==> config.mk <==
export PLATFORM = sky130hd
export DESIGN_NAME = ddcm_mixer_order
export DESIGN_NICKNAME = d
export VERILOG_FILES = /design/src/core/ddcm_mixer_order.v
export VERILOG_INCLUDE_DIRS = /design/src /design/src/core
export SDC_FILE = /design/constraint.sdc
export NUM_CORES = 1
export LEC_CHECK = 0
export BUFFER_PORTS_ARGS = -buffer_cell sky130_fd_sc_hd__buf_2
export CORE_UTILIZATION = 55
export CTS_CLUSTER_DIAMETER = 150
export CTS_CLUSTER_SIZE = 14
export DETAILED_ROUTE_END_ITERATION = 8
export GPL_TIMING_DRIVEN = 1
export PLACE_DENSITY = 0.74
export SLEW_MARGIN = 20
export SYNTH_ARGS = -nofsm -noshare
export SYNTH_HDL_FRONTEND = slang
export SYNTH_SLANG_ARGS = --single-unit
export TNS_END_PERCENT = 20
==> constraint.sdc <==
create_clock -name clock -period 7 [get_ports clock]
set_clock_uncertainty 0.05 [all_clocks]
set_input_delay 0.7 -clock clock [delete_from_list [all_inputs] [get_ports clock]]
set_output_delay 0.7 -clock clock [all_outputs]
set_load 0.02 [all_outputs]
==> src/core/ddcm_regs.vh <==
`ifndef DDCM_REGS_VH
`define DDCM_REGS_VH
// ****************************************
// Register indices (byte address = 4 x index)
// ****************************************
`define DDCM_IDX_DECIM_CTRL 6'h25
`define DDCM_IDX_MIXER 6'h26
`define DDCM_IDX_ORDER_A 6'h27
`define DDCM_IDX_FREQ_A 6'h28
`define DDCM_IDX_FREQ_B 6'h29
`define DDCM_IDX_PHASE_A 6'h30
`define DDCM_IDX_PHASE_B 6'h31
// ****************************************
// Field positions
// ****************************************
`define DDCM_REAL_OUT_BIT 3
`define DDCM_GAIN_A_HI 7
`define DDCM_GAIN_A_LO 6
`define DDCM_RESTART_A_BIT 5
`define DDCM_QMIX_A_BIT 4
`define DDCM_GAIN_B_HI 3
`define DDCM_GAIN_B_LO 2
`define DDCM_RESTART_B_BIT 1
`define DDCM_QMIX_B_BIT 0
`define DDCM_SWAP_A_BIT 4
`define DDCM_QDEL_A_BIT 3
`define DDCM_QINV_A_BIT 2
// ****************************************
// Gain codes and reset values
// ****************************************
`define DDCM_GAIN_NONE 2'h0
`define DDCM_GAIN_3DB 2'h1
`define DDCM_GAIN_6DB 2'h2
`define DDCM_RST_MIXER 8'h00
`define DDCM_RST_ORDER_A 8'h00
`define DDCM_RST_DECIM_CTRL 8'h00
`define DDCM_RST_FREQ 32'h00000000
`endif

==> src/core/ddcm_mixer_order.v <==
// Design decision made here: the Avalon-MM slave port.
`timescale 1ns/10ps
`default_nettype none
`include "ddcm_regs.vh"
module ddcm_mixer_order #(
    parameter SAMPLE_W = 16,
    parameter OUT_W = 18
) (
    input wire clock,
    input wire srst,
    input wire [7:0] avs_address,
    input wire avs_read,
    input wire avs_write,
    input wire [31:0] avs_writedata,
    input wire [3:0] avs_byteenable,
    output reg [31:0] avs_readdata,
    output reg avs_waitrequest,
    input wire sample_valid,
    input wire [SAMPLE_W-1:0] chan_a_sample,
    input wire [SAMPLE_W-1:0] chan_b_sample,
    output reg out_valid_q,
    output reg [OUT_W-1:0] chan_a_first_q,
    output reg [OUT_W-1:0] chan_a_second_q,
    output reg [OUT_W-1:0] chan_b_i_q,
    output reg [OUT_W-1:0] chan_b_q_q
);
    // ****************************************
    // Helpers
    // ****************************************
    // Coarse quadrant rotation keeps the mixer multiplier free
    function [SAMPLE_W:0] rot_i;
        input [SAMPLE_W-1:0] x;
        input [1:0] k;
        reg [SAMPLE_W:0] xe;
        begin
            xe = {x[SAMPLE_W-1], x};
            case (k)
                2'h0: rot_i = xe;
                2'h2: rot_i = -xe;
                default: rot_i = {(SAMPLE_W+1){1'b0}};
            endcase
        end
    endfunction

    function [SAMPLE_W:0] rot_q;
        input [SAMPLE_W-1:0] x;
        input [1:0] k;
        reg [SAMPLE_W:0] xe;
        begin
            xe = {x[SAMPLE_W-1], x};
            case (k)
                2'h1: rot_q = -xe;
                2'h3: rot_q = xe;
                default: rot_q = {(SAMPLE_W+1){1'b0}};
            endcase
        end
    endfunction

    // 3 dB approximated as 1.40625 by shifts and adds
    function [OUT_W-1:0] apply_gain;
        input [SAMPLE_W:0] v;
        input [1:0] g;
        // Signed, so the right shifts keep the sign of negative samples
        reg signed [OUT_W-1:0] ve;
        begin
            ve = {{(OUT_W-SAMPLE_W-1){v[SAMPLE_W]}}, v};
            case (g)
                `DDCM_GAIN_3DB: apply_gain = ve + (ve >>> 2) + (ve >>> 3) + (ve >>> 5);
                `DDCM_GAIN_6DB: apply_gain = ve <<< 1;
                default: apply_gain = ve;
            endcase
        end
    endfunction

    // ****************************************
    // Register file
    // ****************************************
    reg [7:0] mixer_q;
    reg [7:0] order_a_q;
    reg real_out_q;
    reg [31:0] freq_a_q;
    reg [31:0] freq_b_q;
    wire [5:0] idx;
    wire acc_go;
    wire wr_go;
    reg [31:0] rd_d;
    wire [31:0] phase_a;
    wire [31:0] phase_b;
    // Next values of the stored fields
    reg [7:0] mixer_d;
    reg [7:0] order_a_d;
    reg real_out_d;
    wire [31:0] freq_a_d;
    wire [31:0] freq_b_d;
    wire hit_mixer;
    wire hit_order_a;
    wire hit_decim;
    wire [3:0] lane_a_we;
    wire [3:0] lane_b_we;
    reg wait_d;
    reg [31:0] rdata_d;

    assign idx = avs_address[7:2];
    assign acc_go = (avs_read | avs_write) & avs_waitrequest;
    assign wr_go = avs_write & ~avs_waitrequest;
    // Byte lane 0 carries every 8-bit register
    assign hit_mixer = wr_go & avs_byteenable[0] & (idx == `DDCM_IDX_MIXER);
    assign hit_order_a = wr_go & avs_byteenable[0] & (idx == `DDCM_IDX_ORDER_A);
    assign hit_decim = wr_go & avs_byteenable[0] & (idx == `DDCM_IDX_DECIM_CTRL);
    // Frequency lanes follow the byte enables
    assign lane_a_we = {4{wr_go & (idx == `DDCM_IDX_FREQ_A)}} & avs_byteenable;
    assign lane_b_we = {4{wr_go & (idx == `DDCM_IDX_FREQ_B)}} & avs_byteenable;

    // Reads have no side effects, so a repeated read is harmless
    always @* begin
        rd_d = 32'h00000000;
        if (idx == `DDCM_IDX_DECIM_CTRL) begin
            rd_d[`DDCM_REAL_OUT_BIT] = real_out_q;
        end else if (idx == `DDCM_IDX_MIXER) begin
            rd_d[7:0] = mixer_q;
        end else if (idx == `DDCM_IDX_ORDER_A) begin
            rd_d[7:0] = order_a_q;
        end else if (idx == `DDCM_IDX_FREQ_A) begin
            rd_d = freq_a_q;
        end else if (idx == `DDCM_IDX_FREQ_B) begin
            rd_d = freq_b_q;
        end else if (idx == `DDCM_IDX_PHASE_A) begin
            rd_d = phase_a;
        end else if (idx == `DDCM_IDX_PHASE_B) begin
            rd_d = phase_b;
        end
    end

    // ****************************************
    // Bus answer
    // ****************************************
    // One wait cycle, then the answer stands for one cycle
    // Each access costs two cycles; simple decode traded for bus rate
    always @* begin
        wait_d = avs_waitrequest;
        // Read data keeps its last value between answers
        rdata_d = avs_readdata;
        if (!avs_waitrequest) begin
            wait_d = 1'b1;
        end else if (acc_go) begin
            wait_d = 1'b0;
            rdata_d = avs_read ? rd_d : 32'h00000000;
        end
    end

    always @(posedge clock) begin
        if (srst) begin
            avs_waitrequest <= 1'b1;
            avs_readdata <= 32'h00000000;
        end else begin
            avs_waitrequest <= wait_d;
            avs_readdata <= rdata_d;
        end
    end

    // ****************************************
    // Register storage
    // ****************************************
    always @* begin
        mixer_d = mixer_q;
        order_a_d = order_a_q;
        real_out_d = real_out_q;
        if (hit_mixer) begin
            // Restart bits are plain storage, never cleared by hardware
            mixer_d = avs_writedata[7:0];
        end
        if (hit_order_a) begin
            // Undefined bits are not stored, so they always read 0
            order_a_d = 8'h00;
            order_a_d[`DDCM_SWAP_A_BIT] = avs_writedata[`DDCM_SWAP_A_BIT];
            order_a_d[`DDCM_QDEL_A_BIT] = avs_writedata[`DDCM_QDEL_A_BIT];
            order_a_d[`DDCM_QINV_A_BIT] = avs_writedata[`DDCM_QINV_A_BIT];
        end
        if (hit_decim) begin
            real_out_d = avs_writedata[`DDCM_REAL_OUT_BIT];
        end
    end

    // Real mode holds both words at zero, overriding writes
    localparam N_LANE = 4;
    genvar ln;
    generate
        for (ln = 0; ln < N_LANE; ln = ln + 1) begin : g_lane
            assign freq_a_d[ln*8 +: 8] = real_out_q ? 8'h00 :
                (lane_a_we[ln] ? avs_writedata[ln*8 +: 8] : freq_a_q[ln*8 +: 8]);
            assign freq_b_d[ln*8 +: 8] = real_out_q ? 8'h00 :
                (lane_b_we[ln] ? avs_writedata[ln*8 +: 8] : freq_b_q[ln*8 +: 8]);
        end
    endgenerate

    always @(posedge clock) begin
        if (srst) begin
            mixer_q <= `DDCM_RST_MIXER;
            order_a_q <= `DDCM_RST_ORDER_A;
            real_out_q <= 1'b0;
            freq_a_q <= `DDCM_RST_FREQ;
            freq_b_q <= `DDCM_RST_FREQ;
        end else begin
            mixer_q <= mixer_d;
            order_a_q <= order_a_d;
            real_out_q <= real_out_d;
            freq_a_q <= freq_a_d;
            freq_b_q <= freq_b_d;
        end
    end

    // ****************************************
    // Per-channel oscillator and mixer
    // ****************************************
    wire [1:0] restart_bit;
    wire [1:0] qmix_en;
    wire [1:0] qinv_en;
    wire [3:0] gain_sel;
    wire [63:0] freq_all;
    wire [2*SAMPLE_W-1:0] samp_all;
    wire [2*OUT_W-1:0] mix_i_all;
    wire [2*OUT_W-1:0] mix_q_all;
    wire [63:0] phase_all;

    assign restart_bit = {mixer_q[`DDCM_RESTART_B_BIT], mixer_q[`DDCM_RESTART_A_BIT]};
    assign qmix_en = {mixer_q[`DDCM_QMIX_B_BIT], mixer_q[`DDCM_QMIX_A_BIT]};
    // Channel B invert lives in a register this block does not hold
    assign qinv_en = {1'b0, order_a_q[`DDCM_QINV_A_BIT]};
    assign gain_sel = {mixer_q[`DDCM_GAIN_B_HI:`DDCM_GAIN_B_LO], mixer_q[`DDCM_GAIN_A_HI:`DDCM_GAIN_A_LO]};
    assign freq_all = {freq_b_q, freq_a_q};
    assign samp_all = {chan_b_sample, chan_a_sample};
    // Phase readback lets software see that a restart took effect
    assign phase_a = phase_all[31:0];
    assign phase_b = phase_all[63:32];

    genvar ch;
    generate
        for (ch = 0; ch < 2; ch = ch + 1) begin : g_chan
            reg restart_seen_q;
            reg [31:0] step_q;
            reg [31:0] phase_q;
            reg [1:0] quarter_q;
            wire [1:0] quarter_k;
            wire [1:0] rot_k;
            wire [SAMPLE_W-1:0] x;
            wire restart_edge;

            assign x = samp_all[ch*SAMPLE_W +: SAMPLE_W];
            // Edge seen one clock after the write lands
            assign restart_edge = restart_seen_q ^ restart_bit[ch];
            // Inverted phase runs the quarter-rate sequence backwards
            assign quarter_k = qinv_en[ch] ? (2'h0 - quarter_q) : quarter_q;
            assign rot_k = phase_q[31:30] + (qmix_en[ch] ? quarter_k : 2'h0);
            assign phase_all[ch*32 +: 32] = phase_q;
            // Real mode bypasses mixing on both channels
            assign mix_i_all[ch*OUT_W +: OUT_W] = real_out_q ?
                apply_gain({x[SAMPLE_W-1], x}, gain_sel[ch*2 +: 2]) :
                apply_gain(rot_i(x, rot_k), gain_sel[ch*2 +: 2]);
            assign mix_q_all[ch*OUT_W +: OUT_W] = real_out_q ? {OUT_W{1'b0}} :
                apply_gain(rot_q(x, rot_k), gain_sel[ch*2 +: 2]);

            always @(posedge clock) begin
                if (srst) begin
                    restart_seen_q <= 1'b0;
                    step_q <= `DDCM_RST_FREQ;
                    phase_q <= `DDCM_RST_FREQ;
                    quarter_q <= 2'h0;
                end else begin
                    restart_seen_q <= restart_bit[ch];
                    // Restart wins over a sample in the same cycle
                    if (restart_edge) begin
                        // Any edge of the stored bit restarts the oscillator
                        step_q <= real_out_q ? `DDCM_RST_FREQ : freq_all[ch*32 +: 32];
                        phase_q <= `DDCM_RST_FREQ;
                        quarter_q <= 2'h0;
                    end else if (sample_valid) begin
                        phase_q <= real_out_q ? `DDCM_RST_FREQ : phase_q + step_q;
                        // Counts samples, not clocks, so it follows any sample rate
                        quarter_q <= quarter_q + 2'h1;
                    end
                end
            end
        end
    endgenerate

    // ****************************************
    // Output ordering
    // ****************************************
    reg [OUT_W-1:0] prev_a_i_q;
    wire [OUT_W-1:0] a_i_pick;
    wire [OUT_W-1:0] a_q_now;
    reg [OUT_W-1:0] a_first_d;
    reg [OUT_W-1:0] a_second_d;

    assign a_q_now = mix_q_all[OUT_W-1:0];
    // Delay holds I back one sample so it meets the next Q
    assign a_i_pick = order_a_q[`DDCM_QDEL_A_BIT] ? prev_a_i_q : mix_i_all[OUT_W-1:0];

    // First pair after reset carries an I of zero when delay is on
    always @* begin
        if (order_a_q[`DDCM_SWAP_A_BIT]) begin
            a_first_d = a_q_now;
            a_second_d = a_i_pick;
        end else begin
            a_first_d = a_i_pick;
            a_second_d = a_q_now;
        end
    end

    always @(posedge clock) begin
        if (srst) begin
            prev_a_i_q <= {OUT_W{1'b0}};
            out_valid_q <= 1'b0;
            chan_a_first_q <= {OUT_W{1'b0}};
            chan_a_second_q <= {OUT_W{1'b0}};
            chan_b_i_q <= {OUT_W{1'b0}};
            chan_b_q_q <= {OUT_W{1'b0}};
        end else begin
            out_valid_q <= sample_valid;
            if (sample_valid) begin
                prev_a_i_q <= mix_i_all[OUT_W-1:0];
                chan_a_first_q <= a_first_d;
                chan_a_second_q <= a_second_d;
                // Channel B passes straight through; its order register is not held here
                chan_b_i_q <= mix_i_all[2*OUT_W-1:OUT_W];
                chan_b_q_q <= mix_q_all[2*OUT_W-1:OUT_W];
            end
        end
    end
endmodule // ddcm_mixer_order
`default_nettype wire

* Yosys cells after proc, flatten, opt, wreduce, memory -nomap -nowiden
Cells that the tools add are included.
** Word-level totals
- Bits in registers :: 334
- Output and inout port bits :: 106
- Word-level logic and storage cells :: 129
** Operators by class
- Add/sub/neg operators :: 27
- Eq/ne operators :: 17
- Mux-type cells :: 37
- Bitwise logic cells :: 14
- Reductions and logical operators :: 7
** Operator list (number)
- $mux W32 :: 9
- $pmux W18 S2 :: 6
- $pmux W17 S2 :: 4
- $mux W18 :: 7
- $add A17 B15 Y18 :: 4
- $add A18 B12 Y18 :: 4
- $add A18 B14 Y18 :: 4
- $add A32 B32 Y32 :: 2
- $mux W24 :: 2
- $eq A6 B6 Y1 const B :: 7
- $add A17 B13 Y18 :: 2
- $add A18 B11 Y18 :: 2
- $add A16 B14 Y17 :: 2
- $neg A17 Y17 :: 2
- $mux W28 :: 1
- $mux W8 :: 2
- $eq A2 B2 Y1 const B :: 6
- $and A1 B1 Y1 :: 8
- $and A4 B4 Y4 :: 2
- $eq A2 B1 Y1 const B :: 4
- $reduce_or A2 Y1 :: 4
- $mux W2 :: 3
- $add A2 B1 Y2 const B :: 2
- $add A2 B2 Y2 :: 2
- 8 further kinds :: 11

* Longest topological paths before layout
Gate-level depths: netlist (run 1).
- Depth in word-level cells :: 13
- Depth in mapped cells :: 25
- Gate-level depth less buffers :: 24

* Worst setup path before layout (run 1)
No wires, ideal clock.
- Path kind :: in2reg
- Start :: input chan_a_sample[0]
- End :: register chan_a_first_q[15]
- Library setup time :: 0.120 ns
- Arrival :: 5.937 ns
- Required time :: 6.830 ns
- Path slack :: 0.893 ns
- Cell stages on the path :: 20
- Buffers on the path :: 0
- Cells stage by stage :: inv_1 ha_1 or3b_2 nor3_1 nor3_1 o21ai_0 fa_1 inv_1 fa_1 ha_1 fa_1 a21oi_1 o2111ai_1 a41oi_1 nor2_1 o41ai_1 xnor2_1 a221oi_1 nor3_1 a211o_1
** On the way
- Longest elaborated chain between the ends :: 9
- Elaborated cells on any way between the ends :: 19
- Those cells by class :: add/sub (10); mux (9)
** RTL lines
- from (decl) :: line ddcm_mixer_order.v:19 : input wire [SAMPLE_W-1:0] chan_a_sample,
- $neg A17 Y17 :: line ddcm_mixer_order.v:39, ddcm_mixer_order.v:52
- $pmux W17 S2 :: line ddcm_mixer_order.v:37 : case (k)
- $add A17 B15 Y18 :: line ddcm_mixer_order.v:68 : `DDCM_GAIN_3DB: apply_gain = ve + (ve >>> 2) + (ve >>> 3) + (ve >>> 5);
- $add A18 B14 Y18 :: line ddcm_mixer_order.v:68
- $add A18 B12 Y18 :: line ddcm_mixer_order.v:68
- $pmux W18 S2 :: line ddcm_mixer_order.v:67 : case (g)
- $mux W18 :: line ddcm_mixer_order.v:256 : assign mix_i_all[ch*OUT_W +: OUT_W] = real_out_q ?
- $mux W18 :: line ddcm_mixer_order.v:297 : assign a_i_pick = order_a_q[`DDCM_QDEL_A_BIT] ? prev_a_i_q : mix_i_all[OUT_W-1:0];
- $mux W18 (*) :: line ddcm_mixer_order.v:301 : if (order_a_q[`DDCM_SWAP_A_BIT]) begin
- to (signal assigned) :: line ddcm_mixer_order.v:314 : chan_a_first_q <= {OUT_W{1'b0}};
- to (signal assigned) :: line ddcm_mixer_order.v:322 : chan_a_first_q <= a_first_d;
- to (decl) :: line ddcm_mixer_order.v:22 : output reg [OUT_W-1:0] chan_a_first_q,
Mark *: on every way between the ends. The rest lies on a longest branch, timed or not.
A chain may end at the register's enable or synchronous reset.

* Worst setup path after layout (run 1)
- Start :: register g_chan[0].quarter_q[0]
- End :: register chan_a_first_q[15]
** On the way
- Longest elaborated chain between the ends :: 13
- Elaborated cells on any way between the ends :: 22
- Those cells by class :: add/sub (8); eq/ne (3); mux (10); reduce/logical (1)
** RTL lines
- from (decl) :: line ddcm_mixer_order.v:242 : reg [1:0] quarter_q;
- from (signal assigned) :: line ddcm_mixer_order.v:279 : quarter_q <= quarter_q + 2'h1;
- $sub A1 B2 Y2 :: line ddcm_mixer_order.v:252 : assign quarter_k = qinv_en[ch] ? (2'h0 - quarter_q) : quarter_q;
- $mux W2 (*) :: line ddcm_mixer_order.v:252
- $mux W2 (*) :: line ddcm_mixer_order.v:253 : assign rot_k = phase_q[31:30] + (qmix_en[ch] ? quarter_k : 2'h0);
- $add A2 B2 Y2 (*) :: line ddcm_mixer_order.v:253
- $eq A2 B2 Y1 / $logic_not A2 Y1 (equally long branches) :: line ddcm_mixer_order.v:37
- $pmux W17 S2 :: line ddcm_mixer_order.v:37
- $add A17 B15 Y18 :: line ddcm_mixer_order.v:68
- $add A18 B14 Y18 :: line ddcm_mixer_order.v:68
- $add A18 B12 Y18 :: line ddcm_mixer_order.v:68
- $pmux W18 S2 :: line ddcm_mixer_order.v:67
- $mux W18 :: line ddcm_mixer_order.v:256
- $mux W18 :: line ddcm_mixer_order.v:297
- $mux W18 (*) :: line ddcm_mixer_order.v:301
Marked as above.

==> results of run 1 <==
cell families (layout without fill, tap and decap cells):
group                    count (synthesis)  count (layout)  share of synthesized area
flip-flops                             334             334                      0.243
AND/OR/NAND/NOR                        919             919                      0.158
AO/OA/AOI/OAI                         1032            1032                      0.259
buffers and inverters                  399             490                     0.0588
multiplexers                           105             105                     0.0396
XOR/XNOR                               144             144                     0.0458
adder cells (fa/ha/maj)                345             345                      0.197
path summary, 6_finish.rpt:
check	to	startpoint	slack, ns
max	chan_a_first_q[15]	g_chan[0].quarter_q[0]	0.49
min	freq_b_q[8]	avs_writedata[8]	0.35
max reg2reg	chan_a_first_q[15]	g_chan[0].quarter_q[0]	0.49
min reg2reg	chan_b_q_q[16]	chan_b_q_q[16]	0.40
repair_timing:
item,4_1_cts,5_1_grt
gates resized for setup,0,3
setup buffers,0,0
setup endpoints to repair,0,5
state kept, by name, summed over array words and instances (netlist names), 2 cells and up:
| name | cells |
|---|---|
| avs_readdata | 32 |
| chan_a_first_q | 18 |
| chan_a_second_q | 18 |
| chan_b_i_q | 18 |
| chan_b_q_q | 18 |
| freq_a_q | 32 |
| freq_b_q | 32 |
| g_chan.phase_q | 64 |
| g_chan.quarter_k | 2 |
| g_chan.quarter_q | 2 |
| g_chan.restart_seen_q | 2 |
| g_chan.step_q | 64 |
| mixer_q | 8 |
| order_a_q | 3 |
| prev_a_i_q | 18 |
power breakdown:
part	total [mW]	switching, mW	internal, mW	leakage (nW)
Sequential	1.94	0.0180	1.93	2.71
Clock	1.41	0.717	0.689	0.340
Combinational	1.46	0.883	0.579	10.0
Total	4.81	1.62	3.19	13.1
layout make-up:
cell class | count | area (sq um)
clock buffers | 28 | 689
fillers | 4361 | 19400
inverters | 210 | 791
multi-input cells | 2545 | 19300
flip-flops and latches | 334 | 6690
well taps | 664 | 831
repair buffers | 252 | 1440
cell usage in the layout, fill, tap and decap left out, types with 88 or more instances in the layout:
| cell type | instances |
|---|---|
| sky130_fd_sc_hd__xnor2_1 | 88 |
| sky130_fd_sc_hd__o21ai_0 | 141 |
| sky130_fd_sc_hd__buf_2 | 182 |
| sky130_fd_sc_hd__a22oi_1 | 116 |
| sky130_fd_sc_hd__nor2_1 | 357 |
| sky130_fd_sc_hd__a21oi_1 | 253 |
| sky130_fd_sc_hd__dfxtp_1 | 333 |
| sky130_fd_sc_hd__fa_1 | 147 |
| sky130_fd_sc_hd__ha_1 | 196 |
| sky130_fd_sc_hd__nand2_1 | 178 |
| sky130_fd_sc_hd__mux2i_1 | 100 |
| sky130_fd_sc_hd__inv_1 | 205 |
layer usage:
layer	up-vias	GRT usage	routed length, microns
met4	0	0.136	3620
met5	-	0	0
met1	12746	0.452	36900
met3	235	0.0375	6500
met2	1192	0.547	39800
li1	12121	-	-
worst min-delay path, cell delays in order:
cell	delay, ns
sky130_fd_sc_hd__buf_2	0.09
sky130_fd_sc_hd__mux2i_1	0.06
sky130_fd_sc_hd__nor2_1	0.07
per-stage QoR:
step,power (mW),hold slack (ns),setup slack (ns)
after floorplan,3.04,0.384,0.893
after global placement,3.37,0.382,0.183
after detailed placement,3.42,0.386,0.204
after CTS,4.80,0.334,0.372
after global routing,5.05,0.357,0.0960
final,4.81,0.350,0.494
==> impl_metrics.prom, run 1 <==
# TYPE chip_impl_metric gauge
chip_impl_metric{name="cts_hold_buf",unit=""} 0
chip_impl_info{name="timing.critical_path.to_type",value="flip-flop"} 1
chip_impl_metric{name="final_layout_size_suffix_gt1_frac",unit=""} 0.107
chip_impl_metric{name="fin_setup_tns",unit="ns"} 0
chip_impl_metric{name="drt_pre_antenna_iters",unit=""} 6
chip_impl_info{name="yosysTopAreaCell",value="sky130_fd_sc_hd__dfxtp_1"} 1
chip_impl_metric{name="clock_latency",unit="ns"} 0.58
chip_impl_metric{name="fin_util",unit=""} 0.606
chip_impl_metric{name="routed_wire_length_per_instance",unit="microns"} 21.5
chip_impl_metric{name="dieWidth",unit="microns"} 226
chip_impl_metric{name="route.detailed.vias_per_inst",unit=""} 6.52
chip_impl_metric{name="number_of_enable_flip_flop_cells_after_synthesis",unit=""} 0
chip_impl_info{name="timing.critical_path.max_delay_family",value="compound AO/OA/AOI/OAI gates"} 1
chip_impl_metric{name="yosys_register_bits",unit=""} 334
chip_impl_info{name="synth.most_common_cell",value="sky130_fd_sc_hd__nor2_1"} 1
chip_impl_metric{name="postLayoutCellArea",unit="sq mm"} 0.0298
chip_impl_info{name="clk_root_buffer_cell",value="sky130_fd_sc_hd__clkbuf_16"} 1
chip_impl_metric{name="synthesis.area_per_instance",unit="sq um"} 8.41
chip_impl_metric{name="global_route.overflow_total",unit=""} 0
chip_impl_metric{name="worst_slew_pin_slew",unit="ns"} 1.05
chip_impl_metric{name="timing.final.crit_share",unit=""} 0.929
chip_impl_metric{name="design.final.nets",unit=""} 3796
chip_impl_metric{name="cts.reportedPaths.clkPinSlew",unit="ns"} 0.07
chip_impl_metric{name="grt_pass1_wl",unit="mm"} 137
chip_impl_info{name="cpMaxStageDelayCell",value="sky130_fd_sc_hd__fa_1"} 1
chip_impl_metric{name="numPortBuffers",unit=""} 184
chip_impl_metric{name="postSynth.asyncResetShare",unit=""} 0
chip_impl_info{name="clock_tree_from_tritoncts",value="done"} 1
chip_impl_metric{name="die_height",unit="microns"} 226
chip_impl_metric{name="fp.coreArea",unit="sq mm"} 0.0492
chip_impl_metric{name="clk_path_buf_depth",unit=""} 3
chip_impl_info{name="worst_hold_path_type",value="in2reg"} 1
chip_impl_metric{name="num_antenna_cells",unit=""} 0
chip_impl_metric{name="fmax",unit="MHz"} 154
chip_impl_metric{name="yosysSeqAreaShare",unit=""} 0.243
chip_impl_metric{name="worstPathBufferInverterCount",unit=""} 2
chip_impl_metric{name="final_antenna_net_count",unit=""} 0
chip_impl_metric{name="synth_warnings",unit=""} 0
chip_impl_metric{name="peakVddDrop",unit="mV"} 0.152
chip_impl_metric{name="finalWorstPathRequiredPeriod",unit="ns"} 6.51
chip_impl_info{name="synthTopCellsByCount",value="361 x sky130_fd_sc_hd__nor2_1, 334 x sky130_fd_sc_hd__dfxtp_1, 253 x sky130_fd_sc_hd__a21oi_1, 206 x sky130_fd_sc_hd__inv_1, 198 x sky130_fd_sc_hd__ha_1"} 1
chip_impl_metric{name="iteration_0_drc_count_of_the_detailed_router",unit=""} 2542
chip_impl_metric{name="via_count",unit=""} 26294
chip_impl_metric{name="synth_area",unit="sq mm"} 0.0276
chip_impl_info{name="worstSetupStartpointType",value="flip-flop"} 1
chip_impl_metric{name="final_non_filler_cells",unit=""} 4033
chip_impl_metric{name="yosys.area.top_type_share",unit=""} 0.243
chip_impl_metric{name="final_hold_viol_count",unit=""} 0
chip_impl_metric{name="drcViolationCount",unit=""} 0
chip_impl_info{name="critical_path_class",value="reg2reg"} 1
chip_impl_metric{name="place.gp.congestion",unit=""} 0.968
chip_impl_metric{name="placedInstanceArea",unit="sq mm"} 0.0291
chip_impl_metric{name="count_of_pins_over_their_slew_limit",unit=""} 0
chip_impl_metric{name="num_rows",unit=""} 81
chip_impl_metric{name="grt_pass1_vias",unit=""} 25111
chip_impl_metric{name="grt_max_degree",unit=""} 75
chip_impl_metric{name="arrival",unit="ns"} 6.91
chip_impl_metric{name="synth_fp_nets",unit=""} 3704
chip_impl_metric{name="critical_path_max_stage_delay",unit="ns"} 0.56
chip_impl_metric{name="power_per_cell_area",unit="mW/mm^2"} 162
chip_impl_metric{name="dp.final_hpwl",unit="mm"} 62.4
chip_impl_metric{name="number_of_antenna_violations_at_the_first_check_in_global_routing",unit=""} 0
chip_impl_metric{name="critical_path_cell_count",unit=""} 21
chip_impl_metric{name="synthCells",unit=""} 3278
chip_impl_metric{name="grt_use_total",unit=""} 0.336
chip_impl_metric{name="timing.max_cap.violations",unit=""} 0
chip_impl_metric{name="ctsHtreeMaxLevel",unit=""} 1
chip_impl_metric{name="synth_cell_type_count",unit=""} 102
chip_impl_metric{name="initial_utilization",unit=""} 0.561
chip_impl_metric{name="cts_inserted_buffers",unit=""} 27
chip_impl_metric{name="num_io_pins",unit=""} 187
chip_impl_metric{name="path_max_fanout",unit=""} 10
chip_impl_metric{name="crit_required",unit="ns"} 7.40
chip_impl_info{name="rsz_0062_raised_after_global_routing",value="false"} 1
chip_impl_info{name="synth.area.top_cells",value="sky130_fd_sc_hd__dfxtp_1 24%, sky130_fd_sc_hd__fa_1 11%, sky130_fd_sc_hd__ha_1 9.0%, sky130_fd_sc_hd__nor2_1 4.9%, sky130_fd_sc_hd__a21oi_1 4.6%"} 1
chip_impl_info{name="critical_path_cell_sequence",value="and2_1 > ha_1 > xor2_2 > xnor2_2 > or3_1 > a21oi_1 > inv_1 > fa_1 > inv_1 > fa_1 > ha_1 > fa_1 > a21oi_1 > o2111ai_1 > a41oi_2 > nor2_1 > o41ai_1 > xnor2_1 > a221oi_1 > nor3_1 > a211o_1"} 1
chip_impl_metric{name="holdPathStages",unit=""} 3
chip_impl_metric{name="drt-total-wl",unit="mm"} 86.8
chip_impl_metric{name="timing.final.setup_violations",unit=""} 0
chip_impl_metric{name="p_r_area_growth_vs_syn",unit="%"} 8.08
chip_impl_info{name="crit_path_frequent_cell",value="sky130_fd_sc_hd__fa_1"} 1
chip_impl_metric{name="cts.sinks",unit=""} 334
chip_impl_info{name="run_status",value="finished, final reports clean"} 1
chip_impl_metric{name="power.leakage",unit="nW"} 13.1
chip_impl_metric{name="dieArea",unit="sq mm"} 0.0510
chip_impl_metric{name="worst-r2r-cell-count",unit=""} 21
chip_impl_info{name="postSynth.topFlopCell",value="sky130_fd_sc_hd__dfxtp_1"} 1
chip_impl_metric{name="place.detailed.instances",unit=""} 4005
chip_impl_metric{name="relSlewSlack",unit=""} 0.299
Power figures use the tool's default switching activity.
==> run 2: changes to the inputs <==
--- a/config.mk
+++ b/config.mk
@@ -7,7 +7,9 @@
 export NUM_CORES = 1
 export LEC_CHECK = 0
 export BUFFER_PORTS_ARGS = -buffer_cell sky130_fd_sc_hd__buf_2
+export CAP_MARGIN = 20
 export CORE_UTILIZATION = 55
+export CTS_BUF_LIST = sky130_fd_sc_hd__clkbuf_16
 export CTS_CLUSTER_DIAMETER = 150
 export CTS_CLUSTER_SIZE = 14
 export DETAILED_ROUTE_END_ITERATION = 8
==> run 2 against run 1 <==
Effect of this change: critical path depth is 1 higher; non-clock buffer count stayed put; clock power barely moved; core utilization barely moved; worst hold slack lost 0.0029 ns; first-iteration DRC count is 1.1% lower; fmax shrank 0.25%; sequential power barely moved; die area is the same; routed wire length about the same; via count grew 0.17%; highest routed layer unchanged.
==> impl_metrics.prom, run 2 (synthesis gave the netlist of run 1 again) <==
# TYPE chip_impl_metric gauge
chip_impl_metric{name="global_route.overflow_total",unit=""} 0
chip_impl_metric{name="design.final.nets",unit=""} 3796
chip_impl_metric{name="number_of_antenna_violations_at_the_first_check_in_global_routing",unit=""} 0
chip_impl_metric{name="fin_setup_tns",unit="ns"} 0
chip_impl_metric{name="iteration_0_drc_count_of_the_detailed_router",unit=""} 2514
chip_impl_metric{name="cts_inserted_buffers",unit=""} 27
chip_impl_info{name="mostFrequentLayoutCells",value="357 x sky130_fd_sc_hd__nor2_1, 333 x sky130_fd_sc_hd__dfxtp_1, 253 x sky130_fd_sc_hd__a21oi_1, 205 x sky130_fd_sc_hd__inv_1, 196 x sky130_fd_sc_hd__ha_1"} 1
chip_impl_metric{name="cts.reportedPaths.clkPinSlew",unit="ns"} 0.10
chip_impl_metric{name="drt-total-wl",unit="mm"} 86.7
chip_impl_metric{name="post-cts-setup-buffer-count",unit=""} 0
chip_impl_metric{name="final.fill_count",unit=""} 4365
chip_impl_metric{name="timing.final.setup_violations",unit=""} 0
chip_impl_info{name="biggestRegsByFlops",value="g_chan.phase_q x64, g_chan.step_q x64"} 1
chip_impl_metric{name="via_count",unit=""} 26339
chip_impl_metric{name="dieWidth",unit="microns"} 226
chip_impl_metric{name="ctsHtreeMaxLevel",unit=""} 1
chip_impl_info{name="clk_root_buffer_cell",value="sky130_fd_sc_hd__clkbuf_16"} 1
chip_impl_metric{name="global_route.usage.met2",unit=""} 0.547
chip_impl_metric{name="area_of_the_multi_input_gates",unit="sq mm"} 0.0193
chip_impl_metric{name="worst_slew_pin_slew",unit="ns"} 1.06
chip_impl_metric{name="num_rows",unit=""} 81
chip_impl_info{name="rsz_0062_raised_after_global_routing",value="false"} 1
chip_impl_metric{name="grt_pass1_vias",unit=""} 25114
chip_impl_metric{name="fmax",unit="MHz"} 153
chip_impl_metric{name="grt_pass1_wl",unit="mm"} 137
chip_impl_metric{name="clk_path_buf_depth",unit=""} 3
chip_impl_metric{name="dp.final_hpwl",unit="mm"} 62.4
chip_impl_metric{name="clock_latency",unit="ns"} 0.59
chip_impl_metric{name="initial_utilization",unit=""} 0.561
chip_impl_metric{name="power_per_cell_area",unit="mW/mm^2"} 161
chip_impl_metric{name="place.detailed.instances",unit=""} 4005
chip_impl_metric{name="relSlewSlack",unit=""} 0.295
chip_impl_metric{name="timing.final.crit_share",unit=""} 0.932
chip_impl_metric{name="finalWorstPathRequiredPeriod",unit="ns"} 6.52
chip_impl_info{name="timing.critical_path.to_type",value="flip-flop"} 1
chip_impl_metric{name="drcViolationCount",unit=""} 0
chip_impl_metric{name="fp.coreArea",unit="sq mm"} 0.0492
chip_impl_info{name="run_status",value="finished, final reports clean"} 1
chip_impl_metric{name="grt_max_degree",unit=""} 75
chip_impl_info{name="global_route.peak_usage_layer",value="met2"} 1
chip_impl_metric{name="die_height",unit="microns"} 226
chip_impl_metric{name="drt_pre_antenna_iters",unit=""} 8
chip_impl_metric{name="dieArea",unit="sq mm"} 0.0510
chip_impl_metric{name="cts.sinks",unit=""} 334
chip_impl_metric{name="place.gp.congestion",unit=""} 0.968
chip_impl_metric{name="route.detailed.vias_per_inst",unit=""} 6.53
chip_impl_metric{name="count_of_pins_over_their_slew_limit",unit=""} 0
chip_impl_metric{name="cts.repair.resized",unit=""} 0
chip_impl_metric{name="p_r_area_growth_vs_syn",unit="%"} 8.05
chip_impl_metric{name="global_routing_usage_on_met3",unit=""} 0.0376
chip_impl_info{name="worst_hold_path_type",value="in2reg"} 1
chip_impl_info{name="mostFrequentLayoutCell",value="sky130_fd_sc_hd__nor2_1"} 1
chip_impl_metric{name="final_antenna_net_count",unit=""} 0
chip_impl_info{name="critical_path_class",value="reg2reg"} 1
chip_impl_info{name="worstSetupStartpointType",value="flip-flop"} 1
chip_impl_metric{name="timing.max_cap.violations",unit=""} 0
chip_impl_metric{name="num_io_pins",unit=""} 187
chip_impl_metric{name="final_non_filler_cells",unit=""} 4033
chip_impl_metric{name="final_layout_size_suffix_gt1_frac",unit=""} 0.106
chip_impl_metric{name="final-seq-area",unit="sq mm"} 0.00669
chip_impl_metric{name="cts_hold_buf",unit=""} 0
chip_impl_metric{name="numPortBuffers",unit=""} 184
chip_impl_metric{name="peakVddDrop",unit="mV"} 0.151
chip_impl_metric{name="grt_use_total",unit=""} 0.336
chip_impl_metric{name="routed_wire_length_per_instance",unit="microns"} 21.5
chip_impl_metric{name="final_hold_slack",unit="ns"} 0.347
chip_impl_metric{name="grt_use_met1",unit=""} 0.452
chip_impl_metric{name="crit_required",unit="ns"} 7.39
chip_impl_metric{name="path_max_fanout",unit=""} 18
chip_impl_metric{name="arrival",unit="ns"} 6.91
chip_impl_metric{name="final_hold_viol_count",unit=""} 0
chip_impl_info{name="clock_tree_from_tritoncts",value="done"} 1
chip_impl_metric{name="power.leakage",unit="nW"} 13.1
chip_impl_metric{name="num_antenna_cells",unit=""} 0
==> run 2: path summary, 6_finish.rpt <==
check,to,startpoint,depth (start not counted),slack [ns]
worst max-delay path,chan_a_first_q[17],g_chan[0].quarter_q[0],22,0.48
worst min-delay path,freq_b_q[8],avs_writedata[8],3,0.35
worst max register to register,chan_a_first_q[17],g_chan[0].quarter_q[0],22,0.48
worst min register to register,chan_b_q_q[16],chan_b_q_q[16],1,0.40
==> run 2: power by group <==
part           total, mW  internal [mW]  switching [mW]
clock network       1.39          0.678           0.716
logic               1.46          0.579           0.885
registers           1.94           1.93          0.0181
total               4.80           3.18            1.62
==> run 2: layer usage <==
metal  vias to the layer above  share of wire
li1                      12110              -
met1                     12763           0.42
met2                      1235           0.46
met3                       231          0.079
met4                         0          0.043
met5                         -              0
==> run 2: final cells by class <==
type	count	share of cell area
Clock buffer	27	0.0227
Clock inverter	1	0.000126
Inverter	210	0.0266
Multi-Input combinational cell	2545	0.650
Sequential cell	334	0.225
Tap cell	664	0.0279
Timing Repair Buffer	252	0.0482
==> run 2: critical path, stage by stage (launching register included) <==
cell,delay (ns)
sky130_fd_sc_hd__dfxtp_1,0.41
sky130_fd_sc_hd__and2_1,0.15
sky130_fd_sc_hd__ha_1,0.18
sky130_fd_sc_hd__xor2_2,0.38
sky130_fd_sc_hd__xor2_4,0.22
sky130_fd_sc_hd__buf_4,0.25
sky130_fd_sc_hd__or3_1,0.35
sky130_fd_sc_hd__a21oi_1,0.65
sky130_fd_sc_hd__xnor2_1,0.17
sky130_fd_sc_hd__ha_1,0.32
sky130_fd_sc_hd__inv_1,0.05
sky130_fd_sc_hd__fa_1,0.50
sky130_fd_sc_hd__inv_1,0.05
sky130_fd_sc_hd__ha_1,0.33
sky130_fd_sc_hd__a21oi_1,0.19
sky130_fd_sc_hd__o21bai_1,0.11
sky130_fd_sc_hd__a2111oi_0,0.70
sky130_fd_sc_hd__a211oi_1,0.25
sky130_fd_sc_hd__o2111ai_1,0.25
sky130_fd_sc_hd__a2bb2oi_1,0.27
sky130_fd_sc_hd__o2111ai_1,0.24
sky130_fd_sc_hd__mux2i_1,0.23
sky130_fd_sc_hd__a211oi_1,0.10
==> run 2: stage by stage <==
stage | util | instance area, sq um | setup WS, ns | total power [mW]
finish | 0.606 | 29800 | 0.478 | 4.80
global route | 0.606 | 29800 | 0.0960 | 5.04
CTS | 0.605 | 29700 | 0.372 | 4.79
detailed placement | 0.591 | 29100 | 0.204 | 3.42
global placement | 0.591 | 29100 | 0.183 | 3.37
floorplan | - | 27600 | 0.893 | 3.04
